[src/omi_pkg.sv]
// constants for the overload manoeuvre interlock
package omi_pkg;
  // clock and tick base
  localparam int unsigned CLK_HZ   = 20_000_000;
  localparam int unsigned TICK_US  = 1000;
  localparam int unsigned TICK_CYC = CLK_HZ / 1_000_000 * TICK_US;

  // intervals in their printed units, then in ticks
  localparam int unsigned JIB_WIN_S = 3;
  localparam int unsigned GRANT_S   = 5;
  localparam int unsigned LOCK_MIN  = 1;
  localparam int unsigned VER_MS    = 2000;
  localparam int unsigned BLINK_MS  = 250;
  localparam logic [15:0] JIB_WIN_TK = 16'(JIB_WIN_S * 1_000_000 / TICK_US);
  localparam logic [15:0] GRANT_TK   = 16'(GRANT_S * 1_000_000 / TICK_US);
  localparam logic [15:0] LOCK_TK    =
    16'(LOCK_MIN * 60 * 1_000_000 / TICK_US);
  localparam logic [15:0] VER_TK     = 16'(VER_MS * 1000 / TICK_US);
  localparam logic [7:0]  BLINK_TK   = 8'(BLINK_MS * 1000 / TICK_US);

  // load percentage thresholds
  localparam logic [7:0] PCT_YELLOW = 8'h5A;  // 90
  localparam logic [7:0] PCT_RATED  = 8'h64;  // 100

  // manoeuvre bits: 0 rot cw, 1 rot ccw, 2 inner up, 3 inner down,
  // 4 outer up, 5 outer down, 6 ext out, 7 ext in, 8 jib up, 9 jib down,
  // 10 jib ext out, 11 jib ext in, 12 rope lift, 13 rope down, 14 accessory
  localparam int unsigned NMAN = 15;
  localparam logic [14:0] M_ALL      = 15'h7FFF;
  localparam logic [14:0] M_OUT_DN   = 15'h0020;
  localparam logic [14:0] M_EXT_OUT  = 15'h0040;
  localparam logic [14:0] M_EXT_IN   = 15'h0080;
  localparam logic [14:0] M_JEXT_IN  = 15'h0800;
  localparam logic [14:0] M_ACC      = 15'h4000;
  localparam logic [14:0] M_ABOVE    = 15'h2897;
  localparam logic [14:0] M_BELOW    = 15'h2AAB;
  localparam logic [14:0] M_WINCH    = 15'h2883;
  localparam logic [14:0] M_PEAK     = 15'h0228;

  // register map
  localparam logic [7:0] A_CTRL   = 8'h00;
  localparam logic [7:0] A_STATUS = 8'h04;
  localparam logic [7:0] A_VER    = 8'h08;
  localparam int unsigned CTRL_PSI = 0;
  localparam logic [31:0] SW_VERSION = 32'h0000_0101;  // arbitrary value

  // display pages
  typedef enum logic [1:0] {
    PG_VER = 2'h0, PG_PRESS = 2'h1, PG_PCT = 2'h2, PG_ALT = 2'h3
  } omi_page_t;

  // override sequence, gray along the jib path from OV_IDLE up to OV_GRANT
  typedef enum logic [2:0] {
    OV_IDLE  = 3'h0,
    OV_JFL   = 3'h1,
    OV_JWAIT = 3'h3,
    OV_JHOLD = 3'h2,
    OV_FLASH = 3'h6,
    OV_GRANT = 3'h7
  } omi_ov_t;
endpackage

[src/omi_interlock.sv]
// overload manoeuvre interlock, lamps, display view and override timing
//
// Added by the designer: the register addresses and strobed register access.
`timescale 1ns/100ps
module omi_interlock #(
  parameter int unsigned TICK_CYCLES = omi_pkg::TICK_CYC
) (
  // clock and reset
  input  wire logic        ref_clk,
  input  wire logic        arst_n,
  // register port
  input  wire logic [7:0]  reg_addr,
  input  wire logic [31:0] reg_wdata,
  input  wire logic        reg_wr,
  input  wire logic        reg_rd,
  output logic      [31:0] reg_rdata,
  // operator levers and buttons
  input  wire logic [14:0] lever_cmd,
  input  wire logic        stop_btn,
  input  wire logic        view_btn,
  input  wire logic        override_btn,
  input  wire logic        danger_btn,
  // limiter and crane sensors
  input  wire logic [7:0]  moment_pct,
  input  wire logic        crane_trip,
  input  wire logic        jib_trip,
  input  wire logic        winch_trip,
  input  wire logic        outer_above_hz,
  input  wire logic        ext_retracted,
  input  wire logic        jext_retracted,
  input  wire logic        ext_stroke_press,
  input  wire logic        jext_stroke_press,
  input  wire logic        rams_stroke_end,
  input  wire logic        load_absent,
  input  wire logic        fault_in,
  // valves, lamps, horn, display
  output logic      [14:0] valve_en,
  output logic             lamp_green,
  output logic             lamp_yellow,
  output logic             lamp_red,
  output logic             moment_override_lamp,
  output logic             horn,
  output logic      [1:0]  disp_page,
  output logic             disp_star,
  output logic             disp_fault
);
  localparam logic [14:0] TICK_LAST = 15'(TICK_CYCLES - 1);

  // reset release through two flops
  logic rst_s1_q;
  logic rst_n;
  always_ff @(posedge ref_clk or negedge arst_n) begin
    if (!arst_n) begin
      rst_s1_q <= 1'b0;
      rst_n    <= 1'b0;
    end else begin
      rst_s1_q <= 1'b1;
      rst_n    <= rst_s1_q;
    end
  end

  // ---------------- tick, blink and view state ----------------
  logic [14:0]        tick_cnt_q, tick_cnt_d;
  logic               tick;
  logic [7:0]         blink_q, blink_d;
  logic               flash_q, flash_d;
  logic [15:0]        ver_q, ver_d;
  omi_pkg::omi_page_t page_q, page_d;
  logic               view_prev_q;
  logic               psi_q, psi_d;
  logic [31:0]        rdata_q, rdata_d;
  logic [31:0]        status_w;

  assign tick = (tick_cnt_q == TICK_LAST);

  // tick divider, blink phase, power-on version, view cycling, registers
  always_comb begin
    tick_cnt_d = tick ? 15'h0000 : tick_cnt_q + 15'h0001;
    blink_d    = blink_q;
    flash_d    = flash_q;
    if (tick) begin
      blink_d = blink_q + 8'h01;
      if (blink_q == omi_pkg::BLINK_TK - 8'h01) begin
        blink_d = 8'h00;
        flash_d = ~flash_q;
      end
    end
    ver_d  = ver_q;
    page_d = page_q;
    if (page_q == omi_pkg::PG_VER) begin
      // version stays up a while before measurements appear
      if (tick) ver_d = ver_q - 16'h0001;
      if (tick && ver_q == 16'h0001) page_d = omi_pkg::PG_PRESS;
    end else if (view_btn && !view_prev_q) begin
      case (page_q)
        omi_pkg::PG_PRESS: page_d = omi_pkg::PG_PCT;
        omi_pkg::PG_PCT:   page_d = omi_pkg::PG_ALT;
        omi_pkg::PG_ALT:   page_d = omi_pkg::PG_PRESS;
        default:           page_d = omi_pkg::PG_PRESS;
      endcase
    end
    psi_d = psi_q;
    if (reg_wr && reg_addr == omi_pkg::A_CTRL) begin
      psi_d = reg_wdata[omi_pkg::CTRL_PSI];
    end
    rdata_d = 32'h0000_0000;  // unmapped addresses read zero
    if (reg_rd) begin
      case (reg_addr)
        omi_pkg::A_CTRL:   rdata_d = {31'h0000_0000, psi_q};
        omi_pkg::A_STATUS: rdata_d = status_w;
        omi_pkg::A_VER:    rdata_d = omi_pkg::SW_VERSION;
        default:           rdata_d = 32'h0000_0000;
      endcase
    end
  end

  // ---------------- interlock and override state ----------------
  omi_pkg::omi_ov_t ov_q, ov_d;
  logic [15:0] tmr_q, tmr_d;
  logic [15:0] lock_q, lock_d;
  logic        armed_q, armed_d;
  logic        ovl_q;
  logic        fault_q, fault_d;
  logic [14:0] valve_d;
  logic        ovl;
  logic        peak;
  logic        eligible;
  logic [14:0] allow;
  logic [14:0] perm;
  logic [14:0] forb;

  assign ovl  = crane_trip | jib_trip | winch_trip;
  // loadless trip with rams parked at stroke end is a pressure spike
  assign peak = load_absent & rams_stroke_end & ext_retracted;
  // an override only makes sense when nothing permitted can move
  assign eligible = ovl & ext_retracted & jext_retracted
                  & (lock_q == 16'h0000) & !fault_q;
  assign status_w = {23'h00_0000, (lock_q != 16'h0000), page_q,
                     ov_q, fault_q, armed_q, ovl};

  // allowed manoeuvre set for the present overload cause
  always_comb begin
    if (!ovl) begin
      allow = omi_pkg::M_ALL;
    end else if (winch_trip) begin
      allow = omi_pkg::M_WINCH;
    end else begin
      allow = outer_above_hz ? omi_pkg::M_ABOVE
                             : omi_pkg::M_BELOW;
      if (jib_trip && !crane_trip) begin
        allow = allow | omi_pkg::M_EXT_OUT;
      end
      if (peak) allow = allow | omi_pkg::M_PEAK;
    end
    if (!ovl) begin
      perm = lever_cmd;
      forb = 15'h0000;
    end else begin
      perm = lever_cmd & allow & ~omi_pkg::M_ACC;
      forb = lever_cmd & ~allow & ~omi_pkg::M_ACC;
    end
  end

  // next state of override sequence, timers, arming and valves
  always_comb begin
    ov_d    = ov_q;
    tmr_d   = (tick && tmr_q != 16'h0000) ? tmr_q - 16'h0001 : tmr_q;
    lock_d  = (tick && lock_q != 16'h0000) ? lock_q - 16'h0001 : lock_q;
    armed_d = armed_q;
    // new overload needs a fresh return to neutral
    if (!ovl || !ovl_q) armed_d = 1'b0;
    else if (lever_cmd == 15'h0000) armed_d = 1'b1;
    else if (forb != 15'h0000) armed_d = 1'b0;
    // set wins over the clear when a fault is still present
    fault_d = fault_q;
    if (override_btn) fault_d = 1'b0;
    if (fault_in) fault_d = 1'b1;
    case (ov_q)
      omi_pkg::OV_IDLE: begin
        if (eligible && (lever_cmd & omi_pkg::M_EXT_IN) != 15'h0000
            && ext_stroke_press) begin
          ov_d = omi_pkg::OV_FLASH;
        end else if (eligible
            && (lever_cmd & omi_pkg::M_JEXT_IN) != 15'h0000
            && jext_stroke_press) begin
          ov_d = omi_pkg::OV_JFL;
        end
      end
      omi_pkg::OV_JFL: begin
        if ((lever_cmd & omi_pkg::M_JEXT_IN) == 15'h0000) begin
          ov_d  = omi_pkg::OV_JWAIT;
          tmr_d = omi_pkg::JIB_WIN_TK;
        end
      end
      omi_pkg::OV_JWAIT: begin
        if ((lever_cmd & omi_pkg::M_JEXT_IN) != 15'h0000) begin
          ov_d = omi_pkg::OV_JHOLD;
        end else if (tmr_q == 16'h0000) begin
          ov_d = omi_pkg::OV_IDLE;
        end
      end
      omi_pkg::OV_JHOLD: begin
        if ((lever_cmd & omi_pkg::M_JEXT_IN) == 15'h0000) begin
          ov_d = omi_pkg::OV_IDLE;
        end else if (jext_stroke_press) begin
          ov_d = omi_pkg::OV_FLASH;
        end
      end
      omi_pkg::OV_FLASH: begin
        if (!ovl || (lever_cmd & (omi_pkg::M_EXT_IN
            | omi_pkg::M_JEXT_IN)) == 15'h0000) begin
          ov_d = omi_pkg::OV_IDLE;
        end else if (override_btn
            && (lever_cmd & omi_pkg::M_EXT_IN) != 15'h0000) begin
          ov_d   = omi_pkg::OV_GRANT;
          tmr_d  = omi_pkg::GRANT_TK;
          lock_d = omi_pkg::LOCK_TK;
        end
      end
      omi_pkg::OV_GRANT: begin
        if (tmr_q == 16'h0000) ov_d = omi_pkg::OV_IDLE;
      end
      default: ov_d = omi_pkg::OV_IDLE;
    endcase
    // valve gating
    if (ov_q == omi_pkg::OV_GRANT) begin
      valve_d = lever_cmd & omi_pkg::M_OUT_DN;
    end else if (!ovl) begin
      valve_d = lever_cmd;
    end else if (armed_q && forb == 15'h0000) begin
      valve_d = perm;
      if (perm != 15'h0000) begin
        valve_d = perm | (lever_cmd & omi_pkg::M_ACC);
      end
    end else begin
      valve_d = 15'h0000;
    end
    if (stop_btn || fault_q) valve_d = 15'h0000;
  end

  // registers of both groups and the registered outputs
  always_ff @(posedge ref_clk or negedge rst_n) begin
    if (!rst_n) begin
      tick_cnt_q           <= 15'h0000;
      blink_q              <= 8'h00;
      flash_q              <= 1'b0;
      ver_q                <= omi_pkg::VER_TK;
      page_q               <= omi_pkg::PG_VER;
      view_prev_q          <= 1'b0;
      psi_q                <= 1'b0;
      rdata_q              <= 32'h0000_0000;
      ov_q                 <= omi_pkg::OV_IDLE;
      tmr_q                <= 16'h0000;
      lock_q               <= 16'h0000;
      armed_q              <= 1'b0;
      ovl_q                <= 1'b0;
      fault_q              <= 1'b0;
      valve_en             <= 15'h0000;
      lamp_green           <= 1'b0;
      lamp_yellow          <= 1'b0;
      lamp_red             <= 1'b0;
      moment_override_lamp <= 1'b0;
      horn                 <= 1'b0;
      disp_page            <= 2'h0;
      disp_star            <= 1'b0;
      disp_fault           <= 1'b0;
    end else begin
      tick_cnt_q  <= tick_cnt_d;
      blink_q     <= blink_d;
      flash_q     <= flash_d;
      ver_q       <= ver_d;
      page_q      <= page_d;
      view_prev_q <= view_btn;
      psi_q       <= psi_d;
      rdata_q     <= rdata_d;
      ov_q        <= ov_d;
      tmr_q       <= tmr_d;
      lock_q      <= lock_d;
      armed_q     <= armed_d;
      ovl_q       <= ovl;
      fault_q     <= fault_d;
      valve_en    <= valve_d;
      // band: red overrides yellow, both tracked on the same sample
      lamp_red    <= ovl | (moment_pct > omi_pkg::PCT_RATED);
      lamp_yellow <= !ovl && moment_pct >= omi_pkg::PCT_YELLOW
                     && moment_pct <= omi_pkg::PCT_RATED;
      lamp_green  <= !ovl && moment_pct < omi_pkg::PCT_YELLOW;
      // flashes while waiting, dark on renewed jib retraction
      case (ov_q)
        omi_pkg::OV_JFL,
        omi_pkg::OV_JWAIT,
        omi_pkg::OV_FLASH: moment_override_lamp <= flash_q;
        omi_pkg::OV_GRANT: moment_override_lamp <= 1'b1;
        default:           moment_override_lamp <= 1'b0;
      endcase
      horn        <= danger_btn;
      disp_page   <= page_q;
      // marker flips for the non-standard view
      disp_star   <= (page_q == omi_pkg::PG_ALT) ? !psi_q : psi_q;
      disp_fault  <= fault_q;
    end
  end

  assign reg_rdata = rdata_q;
endmodule

[config.mk]
export PLATFORM = sky130hd
export DESIGN_NAME = omi_interlock
export DESIGN_NICKNAME = d
export VERILOG_FILES = /design/src/omi_pkg.sv /design/src/omi_interlock.sv
export SDC_FILE = /design/constraint.sdc
export NUM_CORES = 1
export LEC_CHECK = 0
export BUFFER_PORTS_ARGS = -buffer_cell sky130_fd_sc_hd__buf_2
export CAP_MARGIN = 20
export CORE_ASPECT_RATIO = 1.25
export CORE_MARGIN = 2
export CORE_UTILIZATION = 45
export DETAILED_ROUTE_END_ITERATION = 8
export PLACE_DENSITY = 0.77
export SYNTH_ARGS = -nofsm -noshare
export SYNTH_HDL_FRONTEND = slang
export SYNTH_SLANG_ARGS = --single-unit
export TNS_END_PERCENT = 100
[constraint.sdc]
create_clock -name ref_clk -period 4.7 [get_ports ref_clk]
set_input_delay 0.705 -clock ref_clk [delete_from_list [all_inputs] [get_ports ref_clk]]
set_output_delay 0.705 -clock ref_clk [all_outputs]
set_load 0.01 [all_outputs]
* Word level (Yosys, flattened, before mapping)
Cells that the tools add are included.
** Cells by class
- Reduce and logical (&&, ||, !) cells :: 45
- Equal/unequal tests :: 18
- Order comparisons :: 4
- Muxes and demuxes :: 46
- Bitwise logic cells :: 14
- Add/sub/neg operators :: 5
** Operators by type and width (number)
- 16-bit 2-to-1 mux :: 8
- 15-bit 2-to-1 mux :: 7
- 15-bit zero test :: 4
- 16-bit by 1-bit subtractor with 16-bit output (second input constant) :: 3
- 16-bit zero test :: 2
- 16-bit case mux with 2 select lines :: 1
- 16-bit nonzero test :: 2
- 10-bit 2-to-1 mux :: 3
- 15-bit nonzero test :: 2
- 14-bit bitwise AND :: 2
- 3-bit 2-to-1 mux :: 9
- 9-bit case mux with 3 select lines :: 1
- 3-bit case mux with 6 select lines :: 1
- 16-bit by 1-bit equality test with 1-bit output (second input constant) :: 1
- 15-bit by 1-bit adder with 15-bit output (second input constant) :: 1
- 15-bit equality test (second input constant) :: 1
- 1-bit logical AND :: 15
- 15-bit bitwise OR :: 1
- 14-bit 2-to-1 mux :: 1
- 14-bit inverter :: 1
- 13-bit 2-to-1 mux :: 1
- 9-bit 2-to-1 mux :: 1
- 3-bit inequality test (second input constant) :: 3
- 8-bit by 1-bit adder with 8-bit output (second input constant) :: 1
- 33 further kinds :: 60
** Word-level totals
- Output and inout bits :: 56
- Bits in registers :: 140
- Bits of input ports :: 82
- Word-level logic and storage cells :: 157

* Longest topological paths before layout
- Depth in word-level cells :: 15
- Mapped depth :: 9
- Depth with buffers taken out :: 7

* Worst setup path before layout
OpenSTA, ideal clock, no wires.
- Path kind :: flip-flop to flip-flop
- Start :: reg lock_q[0]
- End :: reg ov_q[2]
- Path slack :: 2.391 ns
- Stages on the path, launching flop included :: 8
- Setup time :: 0.087 ns
- Data arrival time :: 2.222 ns
- Buffers on the path :: 0
- Clock period less this slack :: 2.309 ns
- Cell sequence :: dfrtp_1 -> inv_1 -> ha_1 -> or4b_1 -> or4_1 -> or3_1 -> and2_4 -> a211oi_2
** Between the ends
- Longest elaborated chain between the ends :: 7
- Elaborated cells on any way between the ends :: 11
- Those cells by class :: eq/ne: 1; mux: 2; bitwise: 2; reduce/logical: 6
** Ends and longest elaborated chain
- start: declaration :: RTL line omi_interlock.sv:120 : logic [15:0] lock_q, lock_d;
- start signal: assignment :: RTL line omi_interlock.sv:278 : lock_q <= lock_d;
- 16-bit zero test (*) :: RTL line omi_interlock.sv:137 : & (lock_q == 16'h0000) & !fault_q;
- 1-bit bitwise AND (*) (2 in a row) :: RTL line omi_interlock.sv:137
- 1-bit logical AND, on equally long branches :: RTL line omi_interlock.sv:180, omi_interlock.sv:184
- 1-bit logical AND, on equally long branches :: RTL line omi_interlock.sv:181, omi_interlock.sv:185
- 3-bit 2-to-1 mux or 3-bit inequality test (tied branches)
- 3-bit case mux with 6 select lines or 4-bit AND reduction (tied branches)
- end signal: assignment :: RTL line omi_interlock.sv:252 : ov_q <= omi_pkg::OV_IDLE;
- end signal: assignment :: RTL line omi_interlock.sv:276 : ov_q <= ov_d;
- end: declaration :: RTL line omi_interlock.sv:118 : omi_pkg::omi_ov_t ov_q, ov_d;
Mark *: on every way between the ends. The rest lies on a longest branch, timed or not.
A chain may end at the register's enable or synchronous reset.

* Worst setup path in the final report
- Start :: reg tick_cnt_q[0]
- End :: reg lock_q[14]
** Between the ends
- Longest elaborated chain between the ends :: 6
** Ends and longest elaborated chain
- start: declaration :: RTL line omi_interlock.sv:63 : logic [14:0] tick_cnt_q, tick_cnt_d;
- start signal: assignment :: RTL line omi_interlock.sv:268 : tick_cnt_q <= tick_cnt_d;
- 15-bit equality test (*) :: RTL line omi_interlock.sv:74 : assign tick = (tick_cnt_q == TICK_LAST);
- 1-bit logical AND (*) :: RTL line omi_interlock.sv:168 : lock_d = (tick && lock_q != 16'h0000) ? lock_q - 16'h0001 : lock_q;
- 16-bit 2-to-1 mux (*) :: RTL line omi_interlock.sv:168
- 16-bit 2-to-1 mux :: RTL line omi_interlock.sv:213 : end else if (override_btn
- 16-bit 2-to-1 mux :: RTL line omi_interlock.sv:210 : if (!ovl || (lever_cmd & (omi_pkg::M_EXT_IN
- 16-bit 2-to-1 mux (*) :: RTL line omi_interlock.sv:178 : case (ov_q)
- via lock_d[14] :: RTL line omi_interlock.sv:120
The timed path passes the listed nets; every way through them passes the cells marked *.

==> flow_metrics.py <==
metrics = {
    "routing": {
        "first_pass_iters": 6,
        "wire_per_inst_um": 14.9,
        "drc": 0,
        "via_per_inst": 5.42,
        "routed_wl_um": 12500,
        "drt_iter0_markers": 347,
        "vias": 4571,
        "ant_nets": 0,
    },
    "global_route": {
        "grt_usage": 0.188,
        "use_met3": 0.0466,
        "antenna_found_initial": 0,
        "grt.busiest_layer": "met2",
        "grt_pass1_wl_um": 20900,
        "grt_start_max_net_pins": 68,
        "use_met1": 0.207,
        "grt.met2_usage": 0.348,
        "grt_pass1_vias": 4485,
        "grt-ovfl-total": 0,
    },
    "timing": {
        "fmax_mhz": 355,
        "rsz0062_at_grt": "false",
        "fin_crit_sh": 0.600,
        "holdWs_ps": 72.7,
        "worstMarginPinSlew_ps": 852,
        "maxSlewViolCount": 0,
        "fin_skew_ps": 5.84,
        "tns_ps": 0,
        "timing.final.ws_setup_ps": 1880,
        "slew_headroom": 0.432,
        "setup_violations": 0,
        "finalCriticalPeriod_ps": 2820,
        "hold_violations": 0,
    },
    "floorplanning": {
        "io_pins": 138,
        "die_h_um": 131,
        "num_rows": 46,
        "core-area_um2": 12700,
        "die_w_um": 106,
        "dieArea_um2": 13800,
        "start_util": 0.459,
    },
    "synth": {
        "syn_avg_cell_area_um2": 10.1,
        "syn-cell-area_um2": 5810,
        "synth_cell_types": 63,
        "async_flop_share": 1.00,
        "synth_top_family_by_area": "simple AND/OR/NAND/NOR gates",
        "yosysMostFrequentCell": "dfrtp_1",
        "synthTopCellsByArea": "dfrtp_1 (48%), xor2_1 (4.8%), xnor2_1 (3.3%)",
        "synth_top_area_frac": 0.478,
        "synthMuxAreaShare": 0.0108,
        "synth-simple-area-share": 0.235,
        "synth_ff_type": "dfrtp_1",
        "synth_common_cells": "dfrtp_1 (111), nor2_1 (46), nand2_1 (45)",
        "synth_adder_area_share": 0.0237,
        "synthCells": 576,
        "synth-edff-count": 0,
        "synth-compound-area-share": 0.0881,
        "yosysSeqAreaShare": 0.505,
        "synth_xor_area_frac": 0.0814,
        "yosysWarnings": 0,
        "yosysTopAreaCell": "dfrtp_1",
        "ys_ff_latch": 117,
    },
    "finish": {
        "area_delta_synth_final_pct": 17.6,
        "instances_no_fill": 843,
        "utilization": 0.539,
        "drive_gt1_frac": 0.203,
        "fin_nets": 755,
        "fin_area_um2": 6830,
        "antenna_cells": 0,
    },
    "setup_path": {
        "crit_required_ps": 5030,
        "crit_path_start_kind": "flip-flop",
        "crit_type": "flip-flop to flip-flop",
        "crit_arrival_ps": 3150,
        "end_kind": "flip-flop",
        "worst-path-max-fanout": 54,
    },
    "clock_tree": {
        "cts_hold_buf": 0,
        "cts.clk_slew.worst_paths_ps": 50,
        "clk_latency_ps": 410,
        "cts_max_level": 4,
        "cts_made_buffers": 17,
        "post_cts_buffers": 0,
        "clockRootBuffer": "clkbuf_16",
        "cts_sinks": 117,
        "cts_tree": "built",
        "clockBufferDepth": 2,
        "cts_resized": 0,
    },
    "run_status": {
        "status": "finished clean",
    },
    "placement": {
        "dpl.hpwl_um": 8470,
        "place_inst": 811,
        "gp_congestion": 0.844,
        "place_area_um2": 6280,
        "place_ws_ps": 1940,
        "port_buffers": 83,
    },
    "power": {
        "power_density_nw_per_um2": 416,
        "total_power_mw": 2.84,
        "p_leak_nw": 3.09,
        "peakVddDrop_v": 0.000238,
    },
    "run": {
        "maxCapViolations": 0,
    },
    "min_path": {
        "worst_hold_path_type": "primary input to asynchronous set/reset pin",
    },
}
-- cell families after synthesis --
kind of cell / Yosys count
adder cells (fa/ha/maj): 11
AO/OA/AOI/OAI: 76
buffers and inverters: 57
XOR/XNOR: 54
AND/OR/NAND/NOR: 253
multiplexers: 6
other: 2
flip-flops: 117
-- routing by layer --
| layer | wire (µm) | vias up |
|---|---|---|
| met2 | 6720 | 161 |
| met1 | 4980 | 2221 |
| met3 | 563 | 26 |
| met5 | 0 | - |
| met4 | 257 | 0 |
| li1 | - | 2163 |
-- area by class of cell --
type / count / area (µm²)
fill: 1087 / 5830
multi-input combinational: 424 / 2640
timing repair buffer: 85 / 430
tap: 168 / 210
clock buffer: 27 / 493
inverter: 17 / 63.8
clock inverter: 5 / 52.6
sequential: 117 / 2940
-- worst paths after layout --
kind                                              start                      to  slack [ps]  cells after the start
worst max-delay path            tick_cnt_q[0]$_DFF_PN0_    lock_q[14]$_DFF_PN0_        1880                      7
worst min-delay path                             arst_n         rst_n$_DFF_PN0_          70                      1
worst max register to register  tick_cnt_q[0]$_DFF_PN0_    lock_q[14]$_DFF_PN0_        1880                      7
worst min register to register       rst_s1_q$_DFF_PN0_         rst_n$_DFF_PN0_         350                      0
max in group asynchronous               rst_n$_DFF_PN0_  valve_en[14]$_DFF_PN0_        3100                      1
min in group ref_clk                 rst_s1_q$_DFF_PN0_         rst_n$_DFF_PN0_         350                      0
-- power breakdown --
group          leakage [nW]  switching [mW]  internal [mW]
logic                  1.34           0.219          0.180
registers              1.48           0.146           1.11
clock network         0.265           0.426          0.765
-- layout by cell type, fill, tap and decap left out, drive strengths merged, types with 22 or more instances in the layout --
| master | instances |
|---|---|
| buf | 85 |
| nand2 | 45 |
| xnor2 | 22 |
| nand3 | 26 |
| conb | 24 |
| clkbuf | 27 |
| dfrtp | 111 |
| nor2 | 46 |
| xor2 | 32 |
| o21ai | 24 |
-- state kept, by name (all words and copies together) (netlist names), 2 cells and up --
signal and count:
lock_q 16, ov_q 3, tick_cnt_q 15, disp_page 2, page_q 2, blink_q 8, valve_en 15, tmr_q 16
reg_rdata 9, ver_q 16
-- critical path, cell delays in order, from the launching register on --
cell and delay, ps:
dfrtp_1 390, ha_1 230, and4_1 270, and4b_1 210, buf_4 460, o2111ai_2 420, or4_2 630, nand3_1 110
Note: power is estimated with default switching activity, not from simulation.
